### src/inc/pdcs_pkg.sv
// Shared constants and carriers for the peripheral decode block.
// Assumes an APB master in front and a decode-request source behind.
package pdcs_pkg;
    // Register indices; byte address is four times the index
    localparam logic [7:0]  IDX_PSEL_B      = 8'h4f;
    localparam logic [7:0]  IDX_MATTR_C     = 8'h54;
    localparam logic [7:0]  IDX_MATTR_D     = 8'h55;
    localparam logic [7:0]  IDX_MATTR_E     = 8'h56;
    localparam logic [7:0]  IDX_SG_BASE     = 8'h57;
    localparam logic [7:0]  IDX_MSEL_CTRL   = 8'h58;
    // Reset values
    localparam logic [7:0]  RST_PSEL_B      = 8'h4f;
    localparam logic [7:0]  RST_MATTR       = 8'h00;
    localparam logic [7:0]  RST_SG_BASE     = 8'h04;
    localparam logic [7:0]  RST_MSEL_CTRL   = 8'h00;
    // Field positions
    localparam int          BIT_CFG_EN      = 7;
    localparam int          BIT_P92_EN      = 6;
    localparam int          LSB_LPT         = 4;
    localparam int          LSB_COMB        = 2;
    localparam int          LSB_COMA        = 0;
    localparam int          BIT_MSEL_EN     = 4;
    // Field encodings
    localparam logic [1:0]  COM_RANGE1      = 2'b00;
    localparam logic [1:0]  COM_RANGE2      = 2'b01;
    localparam logic [1:0]  LPT_RANGE1      = 2'b00;
    localparam logic [1:0]  LPT_RANGE2      = 2'b01;
    localparam logic [1:0]  LPT_RANGE3      = 2'b10;
    // I/O addresses
    localparam logic [15:0] IO_CFG_PAGE     = 16'h0c00;
    localparam logic [7:0]  IO_CFG_MEM_HI   = 8'h08;
    localparam logic [15:0] IO_PORT92       = 16'h0092;
    localparam logic [12:0] IO_COM1_BLK     = 13'h007f;
    localparam logic [12:0] IO_COM2_BLK     = 13'h005f;
    localparam logic [13:0] IO_LPT1_BLK     = 14'h00ef;
    localparam logic [12:0] IO_LPT2_BLK     = 13'h006f;
    localparam logic [12:0] IO_LPT3_BLK     = 13'h004f;
    localparam logic [7:0]  SG_LOW_OFS      = 8'h10;
    localparam logic [7:0]  SG_END_OFS      = 8'h40;
    // Memory segment index (address bits 19:14) fields for the C, D and E banks
    localparam logic [1:0]  SEG_TOP         = 2'b11;
    localparam logic [1:0]  SEG_BANK_C      = 2'b00;
    localparam logic [1:0]  SEG_BANK_D      = 2'b01;
    localparam logic [1:0]  SEG_BANK_E      = 2'b10;
    // Encoded device selects
    localparam logic [2:0]  ECS_COM_A       = 3'h0;
    localparam logic [2:0]  ECS_COM_B       = 3'h1;
    localparam logic [2:0]  ECS_LPT         = 3'h2;
    localparam logic [2:0]  ECS_PORT92      = 3'h3;
    localparam logic [2:0]  ECS_CFG_PAGE    = 3'h4;
    localparam logic [2:0]  ECS_CFG_MEM     = 3'h5;
    localparam logic [2:0]  ECS_NONE        = 3'h7;

    // One decode request from a PCI, DMA or ISA master
    typedef struct packed {
        logic        valid;
        logic        io;
        logic        write;
        logic [31:0] addr;
    } pdcs_access_t;
endpackage

### src/hdl/pdcs_decode.sv
// Peripheral chip-select decode with its APB configuration registers.
// Assumes requests are synchronous to pclk and APB obeys its protocol.
// How it works
// - Config RAM bit decodes 0C00h writes, 0800h-08FFh
// - 0C00h gives page select, 08xxh memory select
// - Config RAM bit clear blocks both selects
// - Bit 6 enables port 92, reset one
// - Bits 5:4 pick parallel range, reset 00
// - Bits 3:2 pick serial B range, reset 11
// - Bits 1:0 pick serial A range, reset 11
// - Serial B suppressed when sharing A's range
// - Disabled peripheral gets no select, no OE
// - Read-allow bit lets segment reads select memory
// - Write-allow bit lets segment writes select memory
// - No allow bits or control off: no select
// - Register 54h covers C0000h-CFFFFh, low pair first
// - Register 55h covers D0000h-DFFFFh, low pair first
// - Register 56h covers E0000h-EFFFFh, low pair first
// - Relocation register gives S/G I/O A15..A8
`timescale 1ns/1ns
`default_nettype none

module pdcs_decode
    import pdcs_pkg::*;
(
    input  wire logic         pclk,
    input  wire logic         presetn,
    input  wire logic         psel,
    input  wire logic         penable,
    input  wire logic         pwrite,
    input  wire logic [11:0]  paddr,
    input  wire logic [31:0]  pwdata,
    input  wire logic [3:0]   pstrb,
    output logic      [31:0]  prdata,
    output logic              pready,
    output logic              pslverr,
    input  wire pdcs_access_t access_req,
    output logic      [2:0]   encoded_device_select,
    output logic              utility_transceiver_oe_n,
    output logic              config_page_select_n,
    output logic              config_memory_select_n,
    output logic              main_memory_select_n,
    output logic              sg_register_select,
    output logic      [7:0]   sg_io_base
);

    // Serial range hit for one 2-bit field; reserved codes never hit
    function automatic logic com_hit(input logic [1:0]  sel,
                                     input logic [15:0] a);
        case (sel)
            COM_RANGE1: com_hit = (a[15:3] == IO_COM1_BLK);
            COM_RANGE2: com_hit = (a[15:3] == IO_COM2_BLK);
            default:    com_hit = 1'b0;
        endcase
    endfunction

    // Configuration registers
    logic [7:0] psel_b_r;
    logic [7:0] mattr_c_r;
    logic [7:0] mattr_d_r;
    logic [7:0] mattr_e_r;
    logic [7:0] sg_base_r;
    logic [7:0] msel_ctrl_r;
    logic [31:0] prdata_r;

    // APB decode; registers sit in byte lane 0
    wire logic [7:0] reg_idx   = paddr[9:2];
    wire logic       hit_psel  = (paddr[11:10] == 2'b00)
                                 && (reg_idx == IDX_PSEL_B);
    wire logic       hit_mc    = (paddr[11:10] == 2'b00)
                                 && (reg_idx == IDX_MATTR_C);
    wire logic       hit_md    = (paddr[11:10] == 2'b00)
                                 && (reg_idx == IDX_MATTR_D);
    wire logic       hit_me    = (paddr[11:10] == 2'b00)
                                 && (reg_idx == IDX_MATTR_E);
    wire logic       hit_sg    = (paddr[11:10] == 2'b00)
                                 && (reg_idx == IDX_SG_BASE);
    wire logic       hit_ctl   = (paddr[11:10] == 2'b00)
                                 && (reg_idx == IDX_MSEL_CTRL);
    wire logic       mapped    = hit_psel | hit_mc | hit_md
                                 | hit_me | hit_sg | hit_ctl;
    wire logic       setup_rd  = psel && !penable && !pwrite;
    wire logic       wr_go     = psel && penable && pwrite
                                 && mapped && pstrb[0];

    // Read mux, captured in setup so the answer comes from a flop
    wire logic [7:0] rd_byte   = hit_psel ? psel_b_r    :
                                 hit_mc   ? mattr_c_r   :
                                 hit_md   ? mattr_d_r   :
                                 hit_me   ? mattr_e_r   :
                                 hit_sg   ? sg_base_r   :
                                 hit_ctl  ? msel_ctrl_r : 8'h00;

    // Zero-wait slave: every access phase completes at once
    assign pready  = 1'b1;
    assign pslverr = psel && penable && !mapped;
    assign prdata  = prdata_r;

    always_ff @(posedge pclk or negedge presetn) begin
        if (!presetn) begin
            prdata_r <= 32'h0000_0000;
        end else if (setup_rd) begin
            prdata_r <= {24'h00_0000, rd_byte};
        end
    end

    // Register writes; reset loads the documented defaults
    always_ff @(posedge pclk or negedge presetn) begin
        if (!presetn) begin
            psel_b_r    <= RST_PSEL_B;
            mattr_c_r   <= RST_MATTR;
            mattr_d_r   <= RST_MATTR;
            mattr_e_r   <= RST_MATTR;
            sg_base_r   <= RST_SG_BASE;
            msel_ctrl_r <= RST_MSEL_CTRL;
        end else if (wr_go) begin
            if (hit_psel) psel_b_r    <= pwdata[7:0];
            if (hit_mc)   mattr_c_r   <= pwdata[7:0];
            if (hit_md)   mattr_d_r   <= pwdata[7:0];
            if (hit_me)   mattr_e_r   <= pwdata[7:0];
            if (hit_sg)   sg_base_r   <= pwdata[7:0];
            if (hit_ctl)  msel_ctrl_r <= pwdata[7:0];
        end
    end

    // Request fields
    wire logic        io_req  = access_req.valid && access_req.io;
    wire logic        mem_req = access_req.valid && !access_req.io;
    wire logic [15:0] ioa     = access_req.addr[15:0];
    wire logic        io_top0 = (access_req.addr[31:16] == 16'h0000);

    // Configuration RAM decode
    wire logic cfg_en   = psel_b_r[BIT_CFG_EN];
    wire logic page_hit = io_req && io_top0 && access_req.write
                          && (ioa == IO_CFG_PAGE) && cfg_en;
    wire logic cmem_hit = io_req && io_top0
                          && (ioa[15:8] == IO_CFG_MEM_HI)
                          && cfg_en;

    // Port 92 and parallel port
    wire logic [1:0] lpt_sel = psel_b_r[LSB_LPT +: 2];
    wire logic p92_hit = io_req && io_top0 && (ioa == IO_PORT92)
                         && psel_b_r[BIT_P92_EN];
    wire logic lpt_in  = (lpt_sel == LPT_RANGE1) ? ioa[15:2] == IO_LPT1_BLK :
                         (lpt_sel == LPT_RANGE2) ? ioa[15:3] == IO_LPT2_BLK :
                         (lpt_sel == LPT_RANGE3) ? ioa[15:3] == IO_LPT3_BLK :
                         1'b0;
    wire logic lpt_hit = io_req && io_top0 && lpt_in;

    // Serial ports; B yields to A when both share a range
    wire logic [1:0] coma_sel = psel_b_r[LSB_COMA +: 2];
    wire logic [1:0] comb_sel = psel_b_r[LSB_COMB +: 2];
    wire logic coma_hit = io_req && io_top0
                          && com_hit(coma_sel, ioa);
    wire logic comb_hit = io_req && io_top0
                          && com_hit(comb_sel, ioa)
                          && (comb_sel != coma_sel);

    // Priority encode; a disabled device never reaches here
    wire logic [2:0] ecs_nxt = page_hit ? ECS_CFG_PAGE :
                               cmem_hit ? ECS_CFG_MEM  :
                               p92_hit  ? ECS_PORT92   :
                               lpt_hit  ? ECS_LPT      :
                               coma_hit ? ECS_COM_A    :
                               comb_hit ? ECS_COM_B    :
                               ECS_NONE;

    // Scatter/gather block relocated by the base register
    wire logic sg_nxt = io_req && io_top0 && (ioa[15:8] == sg_base_r)
                        && (ioa[7:0] >= SG_LOW_OFS)
                        && (ioa[7:0] < SG_END_OFS);

    // Memory segment lookup from A19:A14
    wire logic [5:0] seg_idx  = access_req.addr[19:14];
    wire logic       seg_zone = (access_req.addr[31:20] == 12'h000)
                                && (seg_idx[5:4] == SEG_TOP);
    wire logic [7:0] seg_reg  =
        (seg_idx[3:2] == SEG_BANK_C) ? mattr_c_r :
        (seg_idx[3:2] == SEG_BANK_D) ? mattr_d_r :
        (seg_idx[3:2] == SEG_BANK_E) ? mattr_e_r :
        8'h00;
    // Low pair of the register covers the lowest 16 KB segment
    wire logic [1:0] seg_pair = seg_reg[{seg_idx[1:0], 1'b0} +: 2];
    wire logic       seg_ok   = access_req.write ? seg_pair[1]
                                                 : seg_pair[0];
    wire logic mem_nxt = mem_req && seg_zone && seg_ok
                         && msel_ctrl_r[BIT_MSEL_EN];

    // Outputs registered one cycle after the request
    always_ff @(posedge pclk or negedge presetn) begin
        if (!presetn) begin
            encoded_device_select    <= ECS_NONE;
            utility_transceiver_oe_n <= 1'b1;
            config_page_select_n     <= 1'b1;
            config_memory_select_n   <= 1'b1;
            main_memory_select_n     <= 1'b1;
            sg_register_select       <= 1'b0;
        end else begin
            encoded_device_select    <= ecs_nxt;
            utility_transceiver_oe_n <= (ecs_nxt == ECS_NONE);
            config_page_select_n     <= !page_hit;
            config_memory_select_n   <= !cmem_hit;
            main_memory_select_n     <= !mem_nxt;
            sg_register_select       <= sg_nxt;
        end
    end

    // Base is a level, useful to the S/G register block as well
    assign sg_io_base = sg_base_r;
endmodule // pdcs_decode

`default_nettype wire

### config.mk
export PLATFORM = sky130hd
export DESIGN_NAME = pdcs_decode
export DESIGN_NICKNAME = d
export VERILOG_FILES = /design/src/inc/pdcs_pkg.sv /design/src/hdl/pdcs_decode.sv
export SDC_FILE = /design/constraint.sdc
export NUM_CORES = 1
export LEC_CHECK = 0
export BUFFER_PORTS_ARGS = -buffer_cell sky130_fd_sc_hd__buf_2
export CELL_PAD_IN_SITES_DETAIL_PLACEMENT = 0
export CELL_PAD_IN_SITES_GLOBAL_PLACEMENT = 2
export CORE_UTILIZATION = 25
export CTS_CLUSTER_DIAMETER = 40
export CTS_CLUSTER_SIZE = 25
export DETAILED_ROUTE_END_ITERATION = 10
export GPL_ROUTABILITY_DRIVEN = 0
export HOLD_SLACK_MARGIN = 0.1
export MAX_ROUTING_LAYER = met4
export PLACE_DENSITY = 0.71
export SLEW_MARGIN = 20
export SYNTH_ARGS = -nofsm -noshare
export SYNTH_HDL_FRONTEND = slang
export SYNTH_SLANG_ARGS = --single-unit
### constraint.sdc
create_clock -name pclk -period 1.6 [get_ports pclk]
set_input_delay 0 -clock pclk [delete_from_list [all_inputs] [get_ports pclk]]
set_output_delay 0 -clock pclk [all_outputs]
set_load 0.02 [all_outputs]
== Yosys cells after proc, flatten, opt, wreduce, memory -nomap -nowiden ==
Cells that the tools add are included.

* Order comparisons: 2
* Equality and inequality tests: 24
* Shift-type cells: 1
* Muxes and demuxes: 21
* Bitwise gates (word level): 5
* Reduce and logical (&&, ||, !) cells: 54

{| class="wikitable"
|+ Operators by type and width
! cell !! number
|-
| $mux 8 || 9
|-
| $eq 13x7->1 const B || 4
|-
| $eq 8x7->1 const B || 6
|-
| $logic_and 1x1->1 || 34
|-
| $mux 3 || 6
|-
| $eq 16x12->1 const B || 1
|-
| $eq 16x8->1 const B || 1
|-
| $logic_not 16->1 || 1
|-
| $eq 14x8->1 const B || 1
|-
| $logic_not 12->1 || 1
|-
| $reduce_and 2->1 || 6
|-
| $logic_not 2->1 || 5
|-
| $eq 2x1->1 const B || 4
|-
| $eq 8x4->1 const B || 1
|-
| $eq 8x8->1 || 1
|-
| $ge 8x5->1 const B || 1
|-
| $lt 8x7->1 const B || 1
|-
| $shiftx 8x4->2 || 1
|-
| $logic_not 1->1 || 7
|-
| $eq 2x2->1 const B || 3
|-
| $or 1x1->1 || 5
|-
| $mux 1 || 4
|-
| $pmux 1 s2 || 2
|-
| $eq 3x3->1 const B || 1
|-
| $ne 2x2->1 || 1
|}

* Bits in registers: 64
* Input bits: 88
* Output and inout bits: 50
* Word-level logic and storage cells: 120

== Logic depth before layout (Yosys ltp) ==
Gate-level depths: netlist of the first run.

* Depth in word-level cells: 11
* Depth in mapped cells: 8
* Mapped depth without buffers: 5

== Worst setup path after synthesis of the first run ==
OpenSTA, ideal clock, no wires.

* Path kind: input port to flip-flop
* From: input port paddr[11]
* To: register mattr_c_r[0]
* Library setup time: 125 ps
* Arrival time: 1592 ps
* Data required time: 1475 ps
* Slack: -118 ps
* Stages: 7
* Path buffers: 2
* Path through: nor4b_4 > nor2b_1 > buf_4 > nand2b_4 > or3_1 > buf_6 > mux2_4

* Cells in the longest elaborated chain, start to end: 10
* Elaborated cells on any way between the ends: 15
* Those cells by class: 5 x bitwise; 10 x reduce/logical

{| class="wikitable"
|+ RTL lines
! item !! line !! source
|-
| from (decl) || pdcs_decode.sv:31 || <nowiki>input wire logic [11:0] paddr,</nowiki>
|-
| $logic_not 2->1 (*) || - ||
|-
| $logic_and 1x1->1, on equally long branches || pdcs_decode.sv:69, pdcs_decode.sv:71 ||
|-
| $or 1x1->1 (2 in a row) || pdcs_decode.sv:80 || <nowiki>wire logic mapped = hit_psel | hit_mc | hit_md</nowiki>
|-
| $or 1x1->1 (3 in a row) || pdcs_decode.sv:81 || <nowiki>| hit_me | hit_sg | hit_ctl;</nowiki>
|-
| $logic_and 1x1->1 (2 in a row) || pdcs_decode.sv:84 || <nowiki>&& mapped && pstrb[0];</nowiki>
|-
| $reduce_and 2->1 (no line) (*) || - ||
|-
| to (signal assigned) || pdcs_decode.sv:118 || <nowiki>if (hit_mc) mattr_c_r <= pwdata[7:0];</nowiki>
|-
| to (decl) || pdcs_decode.sv:59 || <nowiki>logic [7:0] mattr_c_r;</nowiki>
|}

Mark *: on every way between the ends. The rest lies on a longest branch, timed or not.
A chain may end at the register's enable or synchronous reset.

== Final worst setup path of the first run ==
* From: register sg_base_r[4] (netlist: sg_io_base[4])
* To: register sg_register_select

* Cells in the longest elaborated chain, start to end: 4

{| class="wikitable"
|+ RTL lines
! item !! line !! source
|-
| from (decl) || pdcs_decode.sv:62 || <nowiki>logic [7:0] sg_base_r;</nowiki>
|-
| from (signal assigned) || pdcs_decode.sv:121 || <nowiki>if (hit_sg) sg_base_r <= pwdata[7:0];</nowiki>
|-
| $eq 8x8->1 || pdcs_decode.sv:169 || <nowiki>wire logic sg_nxt = io_req && io_top0 && (ioa[15:8] == sg_base_r)</nowiki>
|-
| $logic_and 1x1->1 || pdcs_decode.sv:169 ||
|-
| $logic_and 1x1->1 || pdcs_decode.sv:170 || <nowiki>&& (ioa[7:0] >= SG_LOW_OFS)</nowiki>
|-
| $logic_and 1x1->1 || pdcs_decode.sv:171 || <nowiki>&& (ioa[7:0] < SG_END_OFS);</nowiki>
|-
| named net sg_nxt || pdcs_decode.sv:169 ||
|-
| to (signal assigned) || pdcs_decode.sv:204 || <nowiki>sg_register_select <= sg_nxt;</nowiki>
|-
| to (decl) || pdcs_decode.sv:43 || <nowiki>output logic sg_register_select,</nowiki>
|}

The timed path passes the listed nets, and every way through them passes these cells.

==> results of run 1 <==
-- timing repair --
action	4_1_cts	5_1_grt
hold buffers	25	0
pin swaps	0	5
gates resized for setup	2	11
hold endpoints to repair	112	0
setup endpoints to repair	2	7
-- worst paths after layout --
| check | from | end | slack [ns] |
|---|---|---|---|
| worst min register to register | msel_ctrl_r[6] | msel_ctrl_r[6] | 0.51 |
| min in group asynchronous | presetn | sg_register_select | 0.18 |
| max in group asynchronous | presetn | main_memory_select_n | 0.82 |
| worst min-delay path | access_req[26] | encoded_device_select[1] | 0.12 |
| worst max-delay path | sg_io_base[4] | sg_register_select | 0.07 |
| worst max register to register | sg_io_base[4] | sg_register_select | 0.07 |
-- stage by stage --
stage,cell area (um^2),hold WS [ns]
CTS,5280,0.106
floorplan,3960,-0.296
detailed placement,4740,0.00930
finish,5330,0.125
global placement,4740,-0.00471
global route,5330,0.152
-- worst register-to-register path: stages, from the launching register on --
cell	delay, ns
dfrtp_1	0.46
xnor2_2	0.15
nand4_1	0.10
or4_1	0.49
nor4_1	0.24
-- layout by cell type, fill, tap and decap left out, drive strengths merged, types with 6 or more instances in the layout --
cell         Yosys  final
buf             31    125
mux2            54     54
dfrtp           51     51
nand2           31     31
conb             2     25
dlygate4sd3      0     24
nor2            24     24
o21ai           20     20
a211oi          16     16
dfstp           13     13
nand3           12     12
mux2i           12     12
clkbuf          10     12
a221oi           9      9
xnor2            8      8
nor4             7      7
nand3b           6      6
-- kinds of logic (layout without fill, tap and decap cells) --
kind of cell | count (synthesis) | in the layout | synth area share (%)
XOR/XNOR | 9 | 9 | 2.04
other | 2 | 25 | 0.195
flip-flops | 64 | 64 | 41.9
AND/OR/NAND/NOR | 117 | 117 | 17.2
buffers and inverters | 46 | 170 | 7.23
AO/OA/AOI/OAI | 64 | 64 | 11.2
multiplexers | 67 | 67 | 20.2
-- routing by layer --
metal / track usage, % / vias up / share of wire [%] / wire, um
li1: - / 1601 / - / -
met1: 21.3 / 1676 / 46 / 5650
met2: 25.7 / 100 / 48 / 5800
met3: 3.23 / 10 / 5.1 / 625
met4: 4.32 / 0 / 1.0 / 125
met5: - / - / 0 / 0
-- state kept, by name, summed over array words and instances (netlist names) --
register / count
config_memory_select_n: 1
config_page_select_n: 1
encoded_device_select: 3
main_memory_select_n: 1
mattr_c_r: 8
mattr_d_r: 8
mattr_e_r: 8
msel_ctrl_r: 8
prdata: 8
psel_b_r: 8
sg_io_base: 8
sg_register_select: 1
utility_transceiver_oe_n: 1
-- where the power goes --
group	total (mW)	internal [mW]	switching [mW]
combinational	0.570	0.228	0.343
clock	1.87	1.13	0.740
sequential	1.68	1.66	0.0196
-- cell type report --
class	count	share of cell area, %
Clock buffer	12	4.82
Multi-Input combinational cell	282	40.0
Tap cell	188	4.42
Timing Repair Buffer	149	19.5
Sequential cell	64	30.4
Clock inverter	4	0.540
Inverter	5	0.352
==> key figures, run 1 <==
CTS
  • Root buf cell: clkbuf_16
  • Post-CTS Setup Inserts: 0
  • Htree depth: 3
  • Total CTS buffers: 9
  • Clk buf depth: 2
  • Clock sinks: 64
  • CTS tree: yes
  • Clock-pin slew on the worst setup and hold paths: approximately 0.060 ns
  • Clk_lat worst skew: 0.34 ns

Global route
  • Initial antenna violation count: 0
  • Vias in the first global route: around 3.4k
  • Largest net degree at the start of global routing: 27
  • GR Overflow Total: 0
  • First-pass GRT wire length: between 15000 and 20000 um
  • Gr usage total: 16.3%

Final layout
  • Fillers: ~1.5k
  • Antenna cells: 0
  • Footprint of the multi-input gates: ~2100 um^2
  • Core Util, Final: around a third
  • Share of cells above drive strength 1: a little over two fifths
  • Area grow syn2layout: 38.0%
  • Seq. cell area: 1620 um^2
  • Final net count: approximately 600
  • Final cell count without fillers: just over 700

Route
  • Post-Route WL: ~12000 um
  • DRC viols: 0
  • Iter 0 DRT Violations: between 150 and 200
  • Via count: 3387
  • WL/cell: about 17 um
  • ANT nets after route: 0
  • Drt first pass iters: 4
  • Vias per cell: around 4.8

Yosys
  • Yosys cell types: between 50 and 60
  • Post-synthesis sequential area ratio: around two fifths
  • Count leader, synth: dfrtp_1
  • Synth Instances: between 300 and 400
  • Yosys top cell by area: dfrtp_1
  • Avg Inst Size Synth: approximately 10 um^2
  • Flop and latch count out of synthesis: between 60 and 70
  • Synth Flop Type: dfrtp_1
  • EDFF count, synth: 0
  • Mapped Area: between 3000 and 4000 um^2
  • Area contributors post-synth: dfrtp_1, mux2_2, dfstp_2, buf_4, mux2i_1
  • Synth top area share: between 30% and 40%
  • Post-synth top cells: dfrtp_1, mux2_2, nand2_1
  • Synth warn: 0
  • Post-synthesis async set-or-reset flop share: between 90% and 100%

Place
  • Dpl ws: -0.152 ns
  • Placed cell count: about 660
  • IO buf count: 83
  • Dpl hpwl: 9240 um

Floorplan
  • Rows: between 40 and 50
  • Top-Level Pins: 138
  • Die H: approximately 130 um
  • Die X: approximately 130 um
  • Core area: between 15000 and 20000 um^2
  • Starting density of the core: approximately 25%
  • Die area: around 16000 um^2

Power and ir drop
  • Maximum vdd drop: between 0.4 and 0.5 mV
  • Static leakage: roughly 2.4 nW
  • PD cells: 774 nW/um^2
  • Final Power: approximately 4.1 mW

Worst setup path
  • Cell depth of the worst setup path: 4
  • Critical path type: flip-flop to flip-flop
  • Crit path max-delay family: simple AND/OR/NAND/NOR gates
  • CP max stage delay: slightly below 0.5 ns
  • Max FO, Critical Path: 4
  • CP bufs+invs: 0
  • Crit path DAT: 1.77 ns
  • Critical path required time: about 1.8 ns
  • CP cell instances: xnor2_2, nand4_1, or4_1, nor4_1
  • R2R cell count: 4
  • Crit path max-delay cell type: or4_1
  • CP Capture Type: flip-flop
  • CP Launch Type: flip-flop

STA
  • Unrepaired setup endpoints after global routing: true
  • Slew HR: between 60% and 70%
  • Max Freq: between 600 and 700 MHz
  • Final setup viols: 0
  • Fin. Hold Viols: 0
  • Min cycle time layout: around 1.5 ns
  • Clock skew: between 0.008 and 0.009 ns
  • Setup_tns: 0 ns
  • Slew of the pin with the lowest slew margin: between 0.5 and 0.6 ns
  • Slew Limit Fails: 0
  • Crit share post-route: a little over nine tenths
  • Post-route setup slack: roughly 0.068 ns

Job
  • Max-Cap Viols: 0

Hold path
  • Worst min path class: primary input to flip-flop
  • Hold depth: 5

Status
  • Status: complete, no violations
Power figures use the tool's default switching activity.
==> inputs of run 2 (changes only) <==
--- a/config.mk
+++ b/config.mk
@@ -5,6 +5,7 @@
 export SDC_FILE = /design/constraint.sdc
 export NUM_CORES = 1
 export LEC_CHECK = 0
+export ABC_AREA = 1
 export BUFFER_PORTS_ARGS = -buffer_cell sky130_fd_sc_hd__buf_2
 export CELL_PAD_IN_SITES_DETAIL_PLACEMENT = 0
 export CELL_PAD_IN_SITES_GLOBAL_PLACEMENT = 2
@@ -15,7 +16,7 @@
 export GPL_ROUTABILITY_DRIVEN = 0
 export HOLD_SLACK_MARGIN = 0.1
 export MAX_ROUTING_LAYER = met4
-export PLACE_DENSITY = 0.71
+export PLACE_DENSITY = 0.76
 export SLEW_MARGIN = 20
 export SYNTH_ARGS = -nofsm -noshare
 export SYNTH_HDL_FRONTEND = slang
==> run 2 against run 1 <==
Effect of this change:
- utilization decreased by 3.0 points
- via count increased by 30%
- synthesized cell count increased by 65%
- die area increased by 11%
- clock skew decreased by 0.0034 ns
- first-iteration DRC count increased by 79%
- largest cell class unchanged
- largest power group unchanged
==> key figures, run 2 <==
Status
  • Status: complete, no violations

Final layout
  • Fillers: ~1.8k
  • Final net count: around 810
  • Leading cell type in the layout, fill and taps excluded: nand2_1
  • Area grow syn2layout: 24.9%
  • Core Util, Final: 32.2%
  • Final Cell Area: about 5400 um^2
  • Antenna cells: 0
  • Most frequent cells in the layout: nand2_1, nand4_1, buf_2, nor2_1, inv_1
  • Share of cells above drive strength 1: 20.3%
  • Final cell count without fillers: ~940

Yosys
  • Yosys cell types: 33
  • Post-synthesis async set-or-reset flop share: 100%
  • Post-synth top cells: nand2_1, nand4_1, nor2_1
  • Post-synthesis sequential area ratio: 37.7%
  • Synth Flop Type: dfrtp_1
  • EDFF count, synth: 0
  • Area contributors post-synth: dfrtp_1, nand2_1, nand4_1, dfstp_2, nor2_1
  • Synth top area share: 29.8%
  • Count leader, synth: nand2_1
  • Yosys top cell by area: dfrtp_1
  • Mapped Area: between 4000 and 5000 um^2
  • Synth warn: 0
  • Avg Inst Size Synth: 7.04 um^2
  • Flop and latch count out of synthesis: 64
  • Synth Instances: roughly 610

Place
  • DP Area: about 5000 um^2
  • Placed cell count: 913
  • IO buf count: 83
  • Dpl ws: 0.0634 ns
  • Dpl hpwl: ~11000 um

STA
  • Setup_tns: 0 ns
  • Crit share post-route: between 90 and 100%
  • Unrepaired setup endpoints after global routing: false
  • Final setup viols: 0
  • Slew Limit Fails: 0
  • Fin. Hold Viols: 0
  • Clock skew: 0.00530 ns
  • Max Freq: 676 MHz
  • Post-route setup slack: between 0.1 and 0.15 ns
  • Min cycle time layout: between 1 and 1.5 ns
  • Hold slack: slightly below 0.1 ns

Floorplan
  • Core area: between 15000 and 20000 um^2
  • Die H: 133 um
  • Starting density of the core: between 20% and 30%
  • Die area: between 15000 and 20000 um^2
  • Die X: between 100 and 150 um
  • Top-Level Pins: between 100 and 150
  • Rows: 47

CTS
  • Clock-pin slew on the worst setup and hold paths: approximately 0.060 ns
  • Root buf cell: clkbuf_16
  • Htree depth: 3
  • Total CTS buffers: 9
  • Clk buf depth: 2
  • Clk_lat worst skew: around 0.34 ns
  • CTS tree: yes
  • Clock sinks: between 60 and 70

Route
  • ANT nets after route: 0
  • Drt first pass iters: 4
  • Iter 0 DRT Violations: 347
  • WL/cell: approximately 15 um
  • DRC viols: 0
  • Post-Route WL: roughly 14000 um
  • Via count: roughly 4.4k
  • Vias per cell: 4.65

Power and ir drop
  • Static leakage: around 2.7 nW
  • PD cells: roughly 720 nW/um^2
  • Final Power: 3.86 mW
  • Maximum vdd drop: approximately 0.49 mV

Worst setup path
  • Critical path required time: approximately 1.9 ns
  • Crit path max-delay cell type: dlygate4sd3_1
  • CP cell instances: nand2_1, nor2_1, nand3_1, nor2_2, dlygate4sd3_1, inv_1
  • Critical path type: flip-flop to flip-flop
  • CP Launch Type: flip-flop
  • CP Capture Type: flip-flop
  • Crit path DAT: between 1.5 and 2 ns
  • Max FO, Critical Path: 3
  • CP max stage delay: roughly 0.56 ns

Job
  • Max-Cap Viols: 0

Global route
  • GR Overflow Total: 0
  • Initial antenna violation count: 0
  • Largest net degree at the start of global routing: 65
  • Vias in the first global route: approximately 4.2k
  • First-pass GRT wire length: about 23000 um
  • Gr usage total: 17.2%

Hold path
  • Worst min path class: primary input to flip-flop
run 2: cell count changes after synthesis, moves of 12 or more:
cell | before | now
nand2_1 | 31 | 195
nand4_1 | 5 | 89
nor2_1 | 23 | 75
inv_1 | 5 | 52
mux2_2 | 46 | 0
a211oi_1 | 16 | 0
nand3_1 | 12 | 26
mux2i_1 | 12 | 0
o21ai_0 | 20 | 8
run 2: worst paths after layout:
path	cells after the start	end	slack [ns]	start
hold reg to reg	2	prdata[1]	0.47	prdata[1]
max in group asynchronous	3	sg_io_base[2]	1.07	presetn
setup reg to reg	6	config_memory_select_n	0.12	psel_b_r[7]
setup / recovery	6	config_memory_select_n	0.12	psel_b_r[7]
min in group asynchronous	3	prdata[4]	0.22	presetn
hold / removal	5	config_page_select_n	0.1	access_req[5]
run 2: kinds of logic (layout without fill, tap and decap cells):
kind of cell	after synthesis	after routing	share of synthesized area [%]
AOI/OAI and AO/OA	31	31	4.55
xor gates and xnor gates	3	3	0.613
buffers and inverters	100	191	12.0
DFF	64	64	37.7
other	2	25	0.175
and+or+nand+nor	409	409	45.0
run 2: routing by layer:
metal / track usage [%] / vias up / wire length, um
met5: - / - / 0
met4: 5.81 / 0 / 281
met3: 2.72 / 19 / 779
met2: 25.3 / 163 / 6100
met1: 23.9 / 2007 / 6840
li1: - / 2200 / -
run 2: repair_timing:
action | 4_1_cts | 5_1_grt
gates resized for setup | 0 | 3
endpoints found under the setup margin | 0 | 2
setup buffers | 0 | 1
hold buffers | 14 | 0
endpoints found under the hold margin | 114 | 0
run 2: layout make-up:
class | count | area [um^2] | share of cell area, %
flip-flops and latches | 64 | 1620 | 30.2
multi-input cells | 468 | 2260 | 42.2
repair buffers | 116 | 721 | 13.5
clock buffers | 15 | 258 | 4.81
clock inverters | 1 | 5.00 | 0.0934
well taps | 220 | 275 | 5.14
inverters | 59 | 221 | 4.13
run 2: worst max-delay path: cells and delay by family, from the launching register on:
family	cells	cell delay [ns]
simple gates	4	0.45
flops	1	0.36
buf+inv	2	0.60
run 2: report_power, final:
part / internal, mW / total [mW] / switching (mW)
Combinational: 0.137 / 0.448 / 0.311
Sequential: 1.62 / 1.62 / 0.000329
Clock: 1.09 / 1.79 / 0.703
Total: 2.85 / 3.86 / 1.01
==> inputs of run 3 (changes only) <==
--- a/config.mk
+++ b/config.mk
@@ -14,6 +14,7 @@
 export CTS_CLUSTER_SIZE = 25
 export DETAILED_ROUTE_END_ITERATION = 10
 export GPL_ROUTABILITY_DRIVEN = 0
+export GPL_TIMING_DRIVEN = 0
 export HOLD_SLACK_MARGIN = 0.1
 export MAX_ROUTING_LAYER = met4
 export PLACE_DENSITY = 0.76
==> run 3 against run 2 <==
Effect of this change:
- first-iteration DRC count up 22%
- global-route usage up 0.68 points
- die area stayed put
- register-to-register slack gained 0.18 ns
- combinational power up 10%
- critical endpoint is now sg_io_base[7]
==> key figures, run 3 (synthesis gave the netlist of run 2 again) <==
Status
  • Status: complete, no violations

Place
  • Dpl ws: -0.213 ns
  • DP Area: 5090 um^2
  • Dpl hpwl: roughly 12000 um
  • Placed cell count: approximately 940
  • IO buf count: 83

Worst setup path
  • Most frequent cell on the critical path: nand2_1
  • Launch point of the worst reg-to-reg path: sg_io_base[3]
  • CP max stage delay: 0.71 ns
  • Critical path type: primary input to flip-flop
  • CP Launch Type: primary input
  • Reg2reg setup slack: 0.30 ns
  • R2R cell count: 8
  • Crit. Startpoint: psel
  • CP Capture Type: flip-flop
  • Critical path required time: about 1.9 ns
  • Max FO, Critical Path: 10
  • Crit path DAT: between 1.5 and 2 ns
  • Crit path max-delay cell type: nor2_2
  • CP cell instances: buf_2, nand2_1, nor2_2, clkbuf_1, nand4_1, nand2_1
  • R2R Path End: sg_register_select

Global route
  • Gr usage total: ~18%
  • Vias in the first global route: 4191
  • GR Overflow Total: 0
  • First-pass GRT wire length: 23200 um
  • Initial antenna violation count: 0
  • Largest net degree at the start of global routing: 34

Floorplan
  • Die area: about 18000 um^2
  • Die H: 133 um
  • Core area: about 17000 um^2
  • Rows: 47
  • Die X: between 100 and 150 um
  • Starting density of the core: approximately a quarter
  • Top-Level Pins: around 140

Power and ir drop
  • Maximum vdd drop: between 0.5 and 0.6 mV
  • PD cells: just over 700 nW/um^2
  • Static leakage: 2.82 nW

Route
  • DRC viols: 0
  • Post-Route WL: 14900 um
  • WL/cell: about 15 um
  • ANT nets after route: 0
  • Iter 0 DRT Violations: roughly 420
  • Via count: between 4k and 5k
  • Vias per cell: 4.61
  • Drt first pass iters: 4

CTS
  • Total CTS buffers: 9
  • Clk_lat worst skew: between 0.3 and 0.4 ns
  • Htree depth: 3
  • Clock sinks: 64
  • Root buf cell: clkbuf_16
  • Clk buf depth: 2
  • CTS tree: yes
  • Clock-pin slew on the worst setup and hold paths: about 0.05 ns

Final layout
  • Area grow syn2layout: 28.7%
  • Final net count: 829
  • Share of cells above drive strength 1: 21.7%
  • Leading cell type in the layout, fill and taps excluded: nand2_1
  • Most frequent cells in the layout: nand2_1, nand4_1, buf_2, nor2_1, inv_1
  • Core Util, Final: 33.2%
  • Final cell count without fillers: 966
  • Antenna cells: 0
  • Final Cell Area: 5520 um^2

STA
  • Clock skew: approximately 0.008 ns
  • Final setup viols: 0
  • Min cycle time layout: 1.40 ns
  • Max Freq: between 700 and 800 MHz
  • Slew Limit Fails: 0
  • Unrepaired setup endpoints after global routing: false
  • Post-route setup slack: 0.200 ns
  • Slew HR: 30.5%
  • Fin. Hold Viols: 0
  • Crit share post-route: 87.5%
  • Slew of the pin with the lowest slew margin: 1.03 ns

Hold path
  • Hold path start: access_req[24]
  • Hold EP: main_memory_select_n
  • Worst min path class: primary input to flip-flop
  • Hold depth: 7

Job
  • Max-Cap Viols: 0
run 3: changes by cell type in the layout (fill, tap and decap cells not counted), sizes merged:
cell / change
clkinv: -1
clkbuf: +8
buf: +16
run 3: worst max path at each step:
stage | end | slack, ns | depth (start not counted)
3_3_place_gp | msel_ctrl_r[5] | -0.19 | 10
6_report | sg_io_base[7] | 0.20 | 6
4_1_cts | prdata[3] | 0.06 | 6
3_5_place_dp | sg_io_base[7] | -0.21 | 6
2_1_floorplan | pslverr | 0.43 | 9
5_1_grt | msel_ctrl_r[6] | 0.06 | 10
run 3: layer usage:
layer	up-vias	track usage (%)	wire length, um
met5	-	-	0
met4	0	4.47	252
met3	20	4.52	981
met2	153	26.4	6550
met1	2018	24.3	7150
li1	2258	-	-
run 3: where the power goes:
group,internal (mW),switching (mW)
logic,0.172,0.323
clock network,1.18,0.676
registers,1.62,0.000384
run 3: per-stage QoR:
stage | TNS (ns) | power [mW] | hold slack, ns
2_1_floorplan | 0 | 1.89 | -0.296
5_1_grt | 0 | 4.13 | 0.159
6_report | 0 | 3.97 | 0.0923
4_1_cts | 0 | 4.01 | 0.101
3_3_place_gp | -3.75 | 2.10 | 0.290
3_5_place_dp | -4.09 | 2.12 | -0.0238
run 3: area by class of cell:
type / count / area (um^2)
plain buffers: 41 / 292
clock buffers: 16 / 282
fillers: 1843 / 11100
inverters: 59 / 221
multi-input cells: 468 / 2260
flip-flops and latches: 64 / 1620
well taps: 220 / 275
repair buffers: 98 / 576
run 3: what timing repair did:
action | CTS | global route
endpoints found under the setup margin | 0 | 11
hold endpoints to repair | 120 | 0
resized for setup | 0 | 2
setup buffers | 0 | 1
hold buffers | 13 | 0
run 3: critical path, delay by kind of cell:
kind / cells / cell delay [ns]
buf+inv: 2 / 0.56
simple gates: 4 / 1.10
